$ cat src/hw/charger_cfg_pkg.sv
/*
  Constants for the charger input configuration register bank: serial slave
  address, register indices, field positions, reset values and the current
  cap codes chosen after source detection.
  Assumes nothing of its surroundings.
*/
package charger_cfg_pkg;

    // Serial slave address (7 bits)
    localparam logic [6:0] DEVICE_ADDR = 7'h6b;

    // Register indices
    localparam logic [7:0] INPUT_SOURCE_CONTROL_IDX   = 8'h00;
    localparam logic [7:0] POWER_ON_CONFIGURATION_IDX = 8'h01;
    localparam logic [7:0] LAST_RW_IDX                = 8'h07;
    localparam logic [7:0] SYSTEM_STATUS_IDX          = 8'h08;
    localparam logic [7:0] FAULT_STATUS_IDX           = 8'h09;
    localparam logic [7:0] PART_INFO_IDX              = 8'h0a;
    localparam logic [7:0] LAST_IDX                   = 8'h0a;
    localparam int         RW_COUNT                   = 8;

    // Reset values of the writable registers, index 0 to 7
    localparam logic [7:0] RESET_VAL [0:RW_COUNT-1] = '{
        8'h30, 8'h1b, 8'h60, 8'h11, 8'hb2, 8'h9a, 8'h03, 8'h4b
    };

    // Input source control fields
    localparam int HIZ_BIT     = 7;
    localparam int VFLOOR_MSB  = 6;
    localparam int VFLOOR_LSB  = 3;
    localparam int CAP_MSB     = 2;
    localparam int CAP_LSB     = 0;

    // Power-on configuration fields
    localparam int REG_RESET_BIT = 7;
    localparam int WD_RESET_BIT  = 6;
    localparam int CHGCFG_MSB    = 5;
    localparam int CHGCFG_LSB    = 4;
    localparam int SYSMIN_MSB    = 3;
    localparam int SYSMIN_LSB    = 1;

    // Input current cap codes set by source detection
    localparam logic [2:0] CAP_SDP_BOOST_LOW  = 3'b000;
    localparam logic [2:0] CAP_SDP_BOOST_HIGH = 3'b010;
    localparam logic [2:0] CAP_DEDICATED      = 3'b101;

    // Detected source kinds
    typedef enum logic [1:0] {
        SRC_NONE      = 2'b00,
        SRC_STANDARD  = 2'b01,
        SRC_DEDICATED = 2'b10,
        SRC_CHARGING  = 2'b11
    } source_kind_t;

    // Serial engine states
    typedef enum logic [2:0] {
        ST_IDLE  = 3'b000,
        ST_ADDR  = 3'b001,
        ST_REG   = 3'b010,
        ST_WRITE = 3'b011,
        ST_ACK   = 3'b100,
        ST_READ  = 3'b101,
        ST_RACK  = 3'b110
    } serial_state_t;

endpackage

$ cat src/hw/charger_input_config_regs.sv
/*
  Register bank for the input source control and power-on configuration of
  a single cell charger, reached through a two-wire serial slave port.
  Assumes: clock of 125 MHz, serial clock and data arrive asynchronously from
  open-drain pins with external pull-ups; source detection and watchdog
  expiry come from logic on the same clock.
*/
`timescale 1ns/1ps
`default_nettype none

module charger_input_config_regs
    import charger_cfg_pkg::*;
(
    // Clock and reset
    input  wire logic       clock,
    input  wire logic       reset,
    // Serial pins, open drain
    input  wire logic       sclIn,
    output logic            sclOut,
    output logic            sclOe,
    input  wire logic       sdaIn,
    output logic            sdaOut,
    output logic            sdaOe,
    // Source detection and mode
    input  wire logic       boostPin,
    input  wire logic       sourceDetectDone,
    input  wire logic [1:0] sourceKind,
    input  wire logic       watchdogExpired,
    // Read-only status contents
    input  wire logic [7:0] systemStatus,
    input  wire logic [7:0] faultStatus,
    input  wire logic [7:0] partInfo,
    // Converter controls
    output logic            inputHighImpedanceEnable,
    output logic [3:0]      inputVoltageFloor,
    output logic [2:0]      inputCurrentCap,
    output logic [1:0]      chargeConfigSelect,
    output logic [2:0]      minimumSystemVoltage,
    output logic            watchdogRestart,
    output logic            hostMode
);

    ////////////////////////////////////////////////////////////////////////
    // Pin synchronisers and bus events
    logic          sclMetaQ, sclSyncQ, sclPrevQ;
    logic          sdaMetaQ, sdaSyncQ, sdaPrevQ;
    logic          boostMetaQ, boostSyncQ;
    logic          sclRise, sclFall, startSeen, stopSeen;

    always_ff @(posedge clock) begin
        if (reset) begin
            sclMetaQ   <= 1'b1;
            sclSyncQ   <= 1'b1;
            sclPrevQ   <= 1'b1;
            sdaMetaQ   <= 1'b1;
            sdaSyncQ   <= 1'b1;
            sdaPrevQ   <= 1'b1;
            boostMetaQ <= 1'b0;
            boostSyncQ <= 1'b0;
        end else begin
            sclMetaQ   <= sclIn;
            sclSyncQ   <= sclMetaQ;
            sclPrevQ   <= sclSyncQ;
            sdaMetaQ   <= sdaIn;
            sdaSyncQ   <= sdaMetaQ;
            sdaPrevQ   <= sdaSyncQ;
            boostMetaQ <= boostPin;
            boostSyncQ <= boostMetaQ;
        end
    end

    assign sclRise   = sclSyncQ & ~sclPrevQ;
    assign sclFall   = ~sclSyncQ & sclPrevQ;
    assign startSeen = sclSyncQ & sclPrevQ & sdaPrevQ & ~sdaSyncQ;
    assign stopSeen  = sclSyncQ & sclPrevQ & ~sdaPrevQ & sdaSyncQ;

    ////////////////////////////////////////////////////////////////////////
    // Register storage and read decode
    logic [7:0]    regsQ [0:RW_COUNT-1];
    logic [7:0]    idxQ;
    logic [7:0]    readByte;
    logic [7:0]    rxByte;
    logic [7:0]    shiftQ;
    serial_state_t stateQ, afterQ;
    logic [3:0]    bitCntQ;
    logic          sdaOeQ, ackOnQ;
    logic          byteDone, wrEn, regResetReq, capFromDetect;
    logic [2:0]    detectCap;

    function automatic logic [7:0] read_reg(input logic [7:0] idx);
        if (idx <= LAST_RW_IDX) begin
            read_reg = regsQ[idx[2:0]];
        end else if (idx == SYSTEM_STATUS_IDX) begin
            read_reg = systemStatus;
        end else if (idx == FAULT_STATUS_IDX) begin
            read_reg = faultStatus;
        end else if (idx == PART_INFO_IDX) begin
            read_reg = partInfo;
        end else begin
            read_reg = 8'h00;
        end
    endfunction

    // Process form so that the decode follows register and status changes
    always_comb readByte = read_reg(idxQ);
    assign rxByte      = {shiftQ[6:0], sdaSyncQ};
    assign byteDone    = sclRise && (bitCntQ == 4'h7);
    assign wrEn        = byteDone && (stateQ == ST_WRITE) && !startSeen && !stopSeen
                         && (idxQ <= LAST_IDX);
    assign regResetReq = wrEn && (idxQ == POWER_ON_CONFIGURATION_IDX)
                         && rxByte[REG_RESET_BIT];

    always_comb begin
        detectCap     = CAP_DEDICATED;
        capFromDetect = sourceDetectDone;
        case (sourceKind)
            SRC_STANDARD:  detectCap = boostSyncQ ? CAP_SDP_BOOST_HIGH
                                                  : CAP_SDP_BOOST_LOW;
            SRC_DEDICATED: detectCap = CAP_DEDICATED;
            SRC_CHARGING:  detectCap = CAP_DEDICATED;
            default:       capFromDetect = 1'b0;
        endcase
    end

    always_ff @(posedge clock) begin
        if (reset || regResetReq) begin
            for (int i = 0; i < RW_COUNT; i++) begin
                regsQ[i] <= RESET_VAL[i];
            end
        end else begin
            if (wrEn && idxQ <= LAST_RW_IDX) begin
                regsQ[idxQ[2:0]] <= rxByte;
                if (idxQ == POWER_ON_CONFIGURATION_IDX) begin
                    regsQ[1][REG_RESET_BIT] <= 1'b0;
                    regsQ[1][WD_RESET_BIT]  <= 1'b0;
                end
            end
            if (capFromDetect && !(wrEn && idxQ == INPUT_SOURCE_CONTROL_IDX)) begin
                regsQ[0][CAP_MSB:CAP_LSB] <= detectCap;
            end
        end
    end

    ////////////////////////////////////////////////////////////////////////
    // Mode and watchdog restart
    always_ff @(posedge clock) begin
        if (reset) begin
            hostMode        <= 1'b0;
            watchdogRestart <= 1'b0;
        end else begin
            watchdogRestart <= wrEn && (idxQ == POWER_ON_CONFIGURATION_IDX)
                               && rxByte[WD_RESET_BIT];
            if (wrEn) begin
                hostMode <= 1'b1;
            end else if (watchdogExpired) begin
                hostMode <= 1'b0;
            end
        end
    end

    ////////////////////////////////////////////////////////////////////////
    // Serial slave engine
    always_ff @(posedge clock) begin
        if (reset) begin
            stateQ  <= ST_IDLE;
            afterQ  <= ST_IDLE;
            bitCntQ <= 4'h0;
            shiftQ  <= 8'h00;
            sdaOeQ  <= 1'b0;
            ackOnQ  <= 1'b0;
            idxQ    <= 8'h00;
        end else if (startSeen) begin
            stateQ  <= ST_ADDR;
            bitCntQ <= 4'h0;
            sdaOeQ  <= 1'b0;
            ackOnQ  <= 1'b0;
        end else if (stopSeen) begin
            stateQ <= ST_IDLE;
            sdaOeQ <= 1'b0;
            ackOnQ <= 1'b0;
        end else begin
            case (stateQ)
                ST_ADDR, ST_REG, ST_WRITE: begin
                    if (sclRise) begin
                        shiftQ  <= rxByte;
                        bitCntQ <= bitCntQ + 4'h1;
                    end
                    if (byteDone) begin
                        bitCntQ <= 4'h0;
                        stateQ  <= ST_ACK;
                        if (stateQ == ST_ADDR) begin
                            if (rxByte[7:1] != DEVICE_ADDR) begin
                                stateQ <= ST_IDLE;
                            end
                            afterQ <= rxByte[0] ? ST_READ : ST_REG;
                        end else if (stateQ == ST_REG) begin
                            if (rxByte > LAST_IDX) begin
                                stateQ <= ST_IDLE;
                            end
                            idxQ   <= rxByte;
                            afterQ <= ST_WRITE;
                        end else begin
                            if (idxQ > LAST_IDX) begin
                                stateQ <= ST_IDLE;
                            end
                            idxQ   <= idxQ + 8'h01;
                            afterQ <= ST_WRITE;
                        end
                    end
                end
                ST_ACK: begin
                    if (sclFall) begin
                        if (!ackOnQ) begin
                            sdaOeQ <= 1'b1;
                            ackOnQ <= 1'b1;
                        end else begin
                            ackOnQ <= 1'b0;
                            stateQ <= afterQ;
                            if (afterQ == ST_READ) begin
                                sdaOeQ  <= ~readByte[7];
                                bitCntQ <= 4'h1;
                            end else begin
                                sdaOeQ <= 1'b0;
                            end
                        end
                    end
                end
                ST_READ: begin
                    if (sclFall) begin
                        if (bitCntQ != 4'h8) begin
                            sdaOeQ  <= ~readByte[~bitCntQ[2:0]];
                            bitCntQ <= bitCntQ + 4'h1;
                        end else begin
                            sdaOeQ <= 1'b0;
                            stateQ <= ST_RACK;
                        end
                    end
                end
                ST_RACK: begin
                    if (sclRise) begin
                        if (sdaSyncQ) begin
                            stateQ <= ST_IDLE;
                        end else begin
                            idxQ    <= idxQ + 8'h01;
                            bitCntQ <= 4'h0;
                            stateQ  <= ST_READ;
                        end
                    end
                end
                default: stateQ <= ST_IDLE;
            endcase
        end
    end

    assign sdaOe  = sdaOeQ;
    assign sdaOut = 1'b0;
    assign sclOut = 1'b0;
    assign sclOe  = 1'b0;

    assign inputHighImpedanceEnable = regsQ[0][HIZ_BIT];
    assign inputVoltageFloor        = regsQ[0][VFLOOR_MSB:VFLOOR_LSB];
    assign inputCurrentCap          = regsQ[0][CAP_MSB:CAP_LSB];
    assign chargeConfigSelect       = regsQ[1][CHGCFG_MSB:CHGCFG_LSB];
    assign minimumSystemVoltage     = regsQ[1][SYSMIN_MSB:SYSMIN_LSB];
endmodule // charger_input_config_regs

`default_nettype wire

$ cat config.mk
export PLATFORM = sky130hd
export DESIGN_NAME = charger_input_config_regs
export DESIGN_NICKNAME = d
export VERILOG_FILES = /design/src/hw/charger_cfg_pkg.sv /design/src/hw/charger_input_config_regs.sv
export SDC_FILE = /design/constraint.sdc
export NUM_CORES = 1
export LEC_CHECK = 0
export BUFFER_PORTS_ARGS = -buffer_cell sky130_fd_sc_hd__buf_2
export CELL_PAD_IN_SITES_DETAIL_PLACEMENT = 1
export CELL_PAD_IN_SITES_GLOBAL_PLACEMENT = 1
export CORE_AREA = 3 3 168 105
export CTS_BUF_LIST = sky130_fd_sc_hd__clkbuf_2
export CTS_CLUSTER_DIAMETER = 40
export CTS_CLUSTER_SIZE = 16
export DETAILED_ROUTE_END_ITERATION = 8
export DIE_AREA = 0 0 171 108
export PLACE_DENSITY = 0.66
export SLEW_MARGIN = 20
export SYNTH_ARGS = -nofsm -noshare
export SYNTH_HDL_FRONTEND = slang
export SYNTH_SLANG_ARGS = --single-unit
$ cat constraint.sdc
create_clock -name clock -period 5.8 [get_ports clock]
set_clock_uncertainty 0.2 [all_clocks]
set_input_delay 1.74 -clock clock [delete_from_list [all_inputs] [get_ports clock]]
set_output_delay 1.74 -clock clock [all_outputs]
set_load 0.005 [all_outputs]
Word level (Yosys, flattened, before mapping)

Memories as Yosys holds them, arrays and structs flattened. A register that Yosys moved wholly into a read port is not among the register bits.
Index checks and enable logic that the tools add are counted.

Bits in registers: 37
Memory bits (writable): 64
Bits of input ports: 33
Output and inout port bits: 19
Word-level logic and storage cells: 200
Memories: 1

Memories:

| name  | words | width | rd ports | clocked after Yosys merged registers in | wr ports | line                            | source |
|---|---|---|---|---|---|---|---|
| regsQ | 8     | 8     | 3        | 1                                       | 8        | charger_input_config_regs.sv:79 | `logic [7:0] regsQ [0:RW_COUNT-1];` |

Add/subtract/negate cells: 2
$lt $le $gt $ge: 5
Equality and inequality tests: 36
Muxes and demuxes: 71
Bitwise operators: 34
Reduce and logical (&&, ||, !) cells: 33

Operators with widths:

| kind                                                           | number |
|---|---|
| two-way mux 8 bit                                              | 10 |
| two-way mux 3 bit                                              | 20 |
| two-way mux 4 bit                                              | 9 |
| inequality test 4 bit (second input constant)                  | 7 |
| two-way mux 1 bit                                              | 26 |
| equality test 8 x 4 -> 1 bit (second input constant)           | 3 |
| inequality test 2 bit (second input constant)                  | 10 |
| equality test 3 bit (second input constant)                    | 6 |
| greater-than comparator 8 x 4 -> 1 bit (second input constant) | 2 |
| one-hot mux 4 bit (4 select lines)                             | 1 |
| one-hot mux 8 bit (2 select lines)                             | 1 |
| AND 1 bit                                                      | 14 |
| NOT 1 bit                                                      | 13 |
| one-hot mux 3 bit (4 select lines)                             | 1 |
| AND reduction 6 bit                                            | 2 |
| logical AND 1 bit                                              | 11 |
| AND reduction 10 bit                                           | 1 |
| OR reduction 3 bit                                             | 3 |
| adder 8 x 1 -> 8 bit (second input constant)                   | 1 |
| equality test 8 x 1 -> 1 bit (second input constant)           | 1 |
| <= comparator 8 x 3 -> 1 bit (second input constant)           | 1 |
| <= comparator 8 x 4 -> 1 bit (second input constant)           | 1 |
| logical NOT 8 bit                                              | 1 |
| AND reduction 4 bit                                            | 2 |
| other kinds (24)                                               | 34 |

Longest topological paths before layout

Gate-level depths: netlist (run 1).

Depth in word-level cells: 18
Depth in mapped cells: 11
Mapped depth without buffers: 8

Worst setup path after synthesis (run 1)

OpenSTA, ideal clock, no wires.

Path type: input -> register
Start: input port reset
End: memory regsQ[6][0] (enable)
Setup time: 0.304 ns
Arrival time: 2.833 ns
Required time: 5.296 ns
Slack: 2.463 ns
Stages on the path: 8
Path buffers: 3
Cell sequence: nor2_1 -> and3_1 -> buf_4 -> and2_4 -> buf_6 -> and3_4 -> buf_6 -> nand2b_1

RTL lines:

| what               | line                            | source |
|---|---|---|
| start: declaration | charger_input_config_regs.sv:16 | `input wire logic reset,` |
| end: declaration   | charger_input_config_regs.sv:79 |  |

==> results.md, run 1 <==
* Status: completed
* Dpl hpwl at 13250 µm
* Met1 Usage GRT at 31.36%
* First-pass GRT wire length at 27400 µm
* Layout cells sized above 1 at 16.11%
* Critical path startpoint: bitCntQ[1]
* # fillers at 1844
* Data required time at the worst endpoint at 5940 ps
* Reg-to-Reg Start: bitCntQ[1]
* Area leader, netlist: edfxtp_1
* Port Buffers at 48
* Number of routed nets with antenna violations at 0
* Post-CTS Setup Bufs at 0
* Leakage Power at 2.062 nW
* Area of the multi-input gates at 2620 µm²
* Initial antenna violation count at 0
* Routed wire length at 17910 µm
* Wire per inst at 22.24 µm
* Tmin final at 3480 ps
* Sw Pwr at 0.3303 mW
* Reg power frac at 66.2%
* Area Overhead vs Synth at 7.163%
* Crit Path Max Fanout at 10
* Grt ovf at 0
* Pwr/cell area at 202.1 nW/µm²
* CTS root buf: clkbuf_2
* Clock power frac at 27.9%
* Largest net degree at the start of global routing at 32
* Sw Share at 27.03%
* Vias at 4590
* Setup_tns at 0 ps
* Max Fclk at 0.2873 GHz
* Netlist cell types at 68
* Detailed Routing Iterations Pass 1 at 5
* GRT Util Overall at 19.76%
* Combinational Power Share at 5.9%
* Die height at 108 µm
* Worst Tran Pin Value at 876.8 ps
* Met3 GRT Util at 4.202%
* Mapped Area at 5642 µm²
* Gr busiest metal: met1
* Worst slew margin at 41.23%
* I/O pins at 52
* Final period utilization at 60.00%
* Max-cap violations at 0
* CTS H-Tree Depth at 3
* Final setup fails at 0
* Max VDD drop at 0.00008423 V
* CTS tree: built
* Vias in the first global route at 4536
* ANT cells at 0
* Core Area at 16130 µm²
* Total CTS buffers at 9
* Cts hold-fix bufs at 0
* Post-synth top flop: edfxtp_1
* Nets at 630
* Mean Syn Cell Area at 9.778 µm²
* Sink Count at 104
* Num rows at 36
* Worst skew pair latency at 610 ps
* Vias/cell at 5.702
* Yosys top cell area share at 34.07%
* # resized after CTS at 0
* Die ar. at 18470 µm²
* #FFs+latches synth at 104
* Starting Density at 34.99%
* Die W at 171 µm
* Startpoint types: register
* RSZ-0062 raised after global routing: no
* Clk slew on worst S/H paths at 320 ps
* DRT iter0 DRCs at 506
* Ys async rst share at 0%
* Internal power at 0.8918 mW
* Hold WC Path Type: register to register
* Residual DRC at 0
* Hold_sp: sdaMetaQ
* Worst setup path class: register to register
* Register area share after synthesis at 48.26%
* Post-synth EDFFs at 64
* Max clock buf depth at 2
* Critical Path Sink Type: register
* GPL Wtd Cong at 0.8898
* Routing usage on met2 at 27.64%
* Max-slew violations at 0
* Synth warn at 0
* Final Hold Fails at 0
* Post-Synthesis Cells at 577
* Register Area at 2723 µm²
* Layout Utilization at 37.49%
* CP arrival at 3620 ps
* Synth top area cells: edfxtp_1 (34%), dfxtp_1 (14%), mux2i_1 (4.6%)
power by group through the flow:
stage / sequential, mW / clock [mW] / combinational [mW]
floorplan: 0.815 / 0 / 0.0480
global placement: 0.823 / 0 / 0.0686
detailed placement: 0.824 / 0 / 0.0712
CTS: 0.810 / 0.353 / 0.0716
global route: 0.812 / 0.385 / 0.0794
finish: 0.809 / 0.340 / 0.0722
metrics by stage:
step / worst slack (ps) / hold slack (ps) / std cells / cell area (µm²) / power (mW)
floorplan: 2463 / 189.5 / 579 / 5649 / 0.8631
global placement: 1995 / 192.5 / 789 / 5934 / 0.8921
detailed placement: 1878 / 202.5 / 789 / 5934 / 0.8953
CTS: 2400 / 262.2 / 805 / 6046 / 1.234
global route: 2089 / 273.6 / 805 / 6046 / 1.277
finish: 2320 / 255.9 / 805 / 6046 / 1.222
kinds of logic (layout without fill, tap and decap cells):
| group | count (synthesis) | in the layout | share of synthesized area, % |
|---|---|---|---|
| flops | 104 | 104 | 48.26 |
| fa+ha+maj | 6 | 6 | 1.331 |
| compound gates | 118 | 118 | 14.59 |
| mux | 33 | 33 | 7.208 |
| simple gates | 246 | 246 | 22.69 |
| buf+inv | 67 | 84 | 5.544 |
| xor+xnor | 2 | 2 | 0.3105 |
| other cells | 1 | 3 | 0.06647 |
worst max-delay path, stage by stage (launching register included):
cell,delay (ps)
dfxtp_1,650
ha_1,270
nand3b_1,200
nor4_2,680
and3_1,460
nand3_1,330
o21ai_0,400
layout make-up:
class / count / share of cell area [%]
flip-flops and latches: 104 / 45.03
multi-input cells: 408 / 43.34
repair buffers: 52 / 4.470
well taps: 209 / 4.325
clock inverters: 7 / 1.097
inverters: 16 / 0.9934
clock buffers: 9 / 0.7450
sequential cells by signal (all words and copies together) (netlist names), 3 cells and up, named ones only:
name,flops
regsQ,64
afterQ,3
stateQ,3
shiftQ,7
bitCntQ,4
idxQ,8
cell usage after synthesis (all sizes together), types with 4 or more instances:
master  number
o21ai       21
a211oi       6
nor2        69
ha           6
nand3b       4
buf         19
nand3       17
or2         10
inv         15
a221oi       6
mux2i       26
a21o         4
nor2b       13
nand2b      35
a22o         4
a31oi        5
nand2       41
mux4         6
a21oi       23
edfxtp      64
clkbuf      32
nor3         9
dfxtp       40
nor4         5
nand4        7
and2        18
a31o         4
and3        10
a22oi       13
worst paths after layout:
path / end / slack, ps / depth (start not counted)
setup / recovery: regsQ[1][7] / 2320 / 6
hold / removal: sdaSyncQ / 260 / 1
setup reg to reg: regsQ[1][7] / 2320 / 6
hold reg to reg: sdaSyncQ / 260 / 1
layer usage:
metal / share of wire [%] / wire length (µm)
met1: 50 / 8974
met2: 41 / 7355
met3: 7.9 / 1408
met4: 0.93 / 167
met5: 0 / 0
placed cells by master, fill, tap and decap left out, types with 5 or more instances in the layout:
master and n:
a211oi_1 6, nand3_1 17, a22oi_1 13, or2_2 9
buf_2 48, edfxtp_1 64, clkbuf_2 9, nand2b_1 35
dfxtp_1 40, nand4_1 7, and2_1 17, nor3_1 8
a21oi_1 23, nor2b_1 13, mux2i_1 26, a221oi_1 5
and3_1 9, mux4_2 6, o21ai_0 21, inv_1 15
nor2_1 68, nand2_1 40, ha_1 6
(Power assumes the default switching activity.)
==> inputs of run 2 (changes only) <==
PLACE_DENSITY = 0.69   (was 0.66)
clock period = 3.13 ns   (was 5.8 ns; I/O delays follow)
==> run 2 against run 1 <==
Effect of this change:
- die area unchanged
- highest routed layer unchanged
- flip-flop and latch count unchanged
- register-to-register slack worse by 2100 ps
- fmax up 21%
- utilization grew 1.4 points
- worst setup slack worse by 2100 ps
- critical path type unchanged
- total power grew 100%
- via count up 3.1%
- global-route usage rose by 0.71 points
- critical endpoint is now regsQ[2][6]
- combinational power grew 110%
- largest power group unchanged
- sequential power is 84% higher
==> results.md, run 2 (same netlist as run 1, synthesis figures left out) <==
* Status: completed
* Worst Tran Pin Value at 725.5 ps
* Most frequent cells in the layout: nor2_1 (68), edfxtp_1 (64), buf_2 (48)
* Hold WC Path Type: register to register
* Fin area at 6276 µm²
* Largest net degree at the start of global routing at 27
* Detailed Routing Iterations Pass 1 at 5
* Reg-to-Reg Start: idxQ[5]
* Grt ovf at 0
* First-pass GRT wire length at 28250 µm
* RSZ-0062 raised after global routing: no
* Final period utilization at 91.71%
* Critical path startpoint: idxQ[5]
* Sink Count at 104
* Max clock buf depth at 2
* Total CTS buffers at 9
* Data required time at the worst endpoint at 3230 ps
* # resized after CTS at 0
* Starting Density at 34.99%
* CTS H-Tree Depth at 3
* R2R cell count at 6
* Num rows at 36
* DRT iter0 DRCs at 405
* Wire per inst at 22.59 µm
* Hold path cells at 1
* WP depth at 6
* I/O pins at 52
* Worst setup path class: register to register
* Port Buffers at 48
* Critical Path Sink Type: register
* Biggest register: regsQ
* Final Hold Fails at 0
* GPL Wtd Cong at 0.9370
* CTS root buf: clkbuf_2
* Core Area at 16130 µm²
* Layout cells sized above 1 at 19.39%
* Final setup fails at 0
* CP max-delay cell: or4_1
* Worst slew margin at 51.56%
* Worst skew pair latency at 620 ps
* Area Overhead vs Synth at 11.24%
* Crit path cell chain: or4_1, nor2_4, and3_1, and2_4, nand2_4, o21ai_0
* Max-cap violations at 0
* Post-CTS Setup Bufs at 0
* Nets at 653
* Commonest non-fill, non-tap cell in the layout: nor2_1
* Max reg flops at 64
* Pwr/cell area at 389.2 nW/µm²
* Leakage Power at 2.212 nW
* R2r endpoint: regsQ[2][6]
* Cts hold-fix bufs at 0
* Pwr Total at 2.443 mW
* Max Fclk at 0.3484 GHz
* Dpl hpwl at 14300 µm
* Placed Area at 6120 µm²
* ANT cells at 0
* Initial antenna violation count at 0
* Die height at 108 µm
* Tmin final at 2870 ps
* Top Family by Delay on Critical Path: simple AND/OR/NAND/NOR gates
* Max VDD drop at 0.0002028 V
* Number of routed nets with antenna violations at 0
* Startpoint types: register
* Fin Hold WS at 254.7 ps
* Biggest regs: regsQ: 64 flops, idxQ: 8 flops, shiftQ: 7 flops
* Clk slew on worst S/H paths at 300 ps
* CP arrival at 2970 ps
* Residual DRC at 0
* Routed wire length at 18700 µm
* Max-slew violations at 0
* Vias/cell at 5.717
* Worst setup path endpoint: regsQ[2][6]
* Setup_tns at 0 ps
* Worst Path Buf+Inv at 0
* GRT Util Overall at 20.47%
* Die ar. at 18470 µm²
* Vias in the first global route at 4704
* Die W at 171 µm
* Vias at 4734
* Crit Path Max Fanout at 9
* Slowest stage delay, CP at 730 ps
* CTS tree: built
* Worst R2R Setup Slack at 260 ps
run 2: changes by cell type in the layout (fill, tap and decap cells not counted):
cell,delta
buf_12,+1
buf_4,+22
bufinv_16,+2
clkinv_1,-1
clkinvlp_4,-2
inv_6,+3
inv_8,-2
run 2: final cells by class:
type | instances | area [µm²]
clock buffer | 9 | 45.04
clock inverter | 7 | 111.4
fill | 1857 | 9849
inverter | 16 | 60.06
multi-input combinational | 408 | 2620
sequential | 104 | 2723
tap | 209 | 261.5
timing repair buffer | 75 | 455.4
run 2: stage by stage:
step	util, %	worst slack, ps	cells
floorplan	-	515.8	579
finish	38.92	259.5	828
CTS	38.92	298.9	828
detailed placement	37.95	257.5	812
global route	38.92	137.3	828
global placement	37.95	365.4	812
run 2: worst min-delay path by stage:
stage	slack [ps]	endpoint	startpoint
detailed placement	200	sclSyncQ	sclMetaQ
CTS	240	sclMetaQ	sclIn
global placement	190	sdaSyncQ	sdaMetaQ
global route	230	sclMetaQ	sclIn
finish	250	sclSyncQ	sclMetaQ
floorplan	190	sclSyncQ	sclMetaQ
run 2: power breakdown:
part	switching (mW)	internal [mW]	leakage, nW	total [mW]
clock	0.512	0.285	0.0907	0.796
sequential	0.0167	1.48	0.901	1.49
combinational	0.0947	0.0579	1.22	0.153
run 2: worst register-to-register path: cells and delay by family, from the launching register on:
kind	cells	cell delay, ps
AND/OR/NAND/NOR	5	1610
flip-flops	1	430
AO/OA/AOI/OAI	1	340
run 2: metal layers:
metal  vias up  global-route usage (%)  part of all wire (%)
met4         0                   3.330                  0.74
met5         -                       0                     0
met3        14                   5.225                   8.4
met1      2391                   31.89                    50
met2       176                   28.80                    41
li1       2153                       -                     -
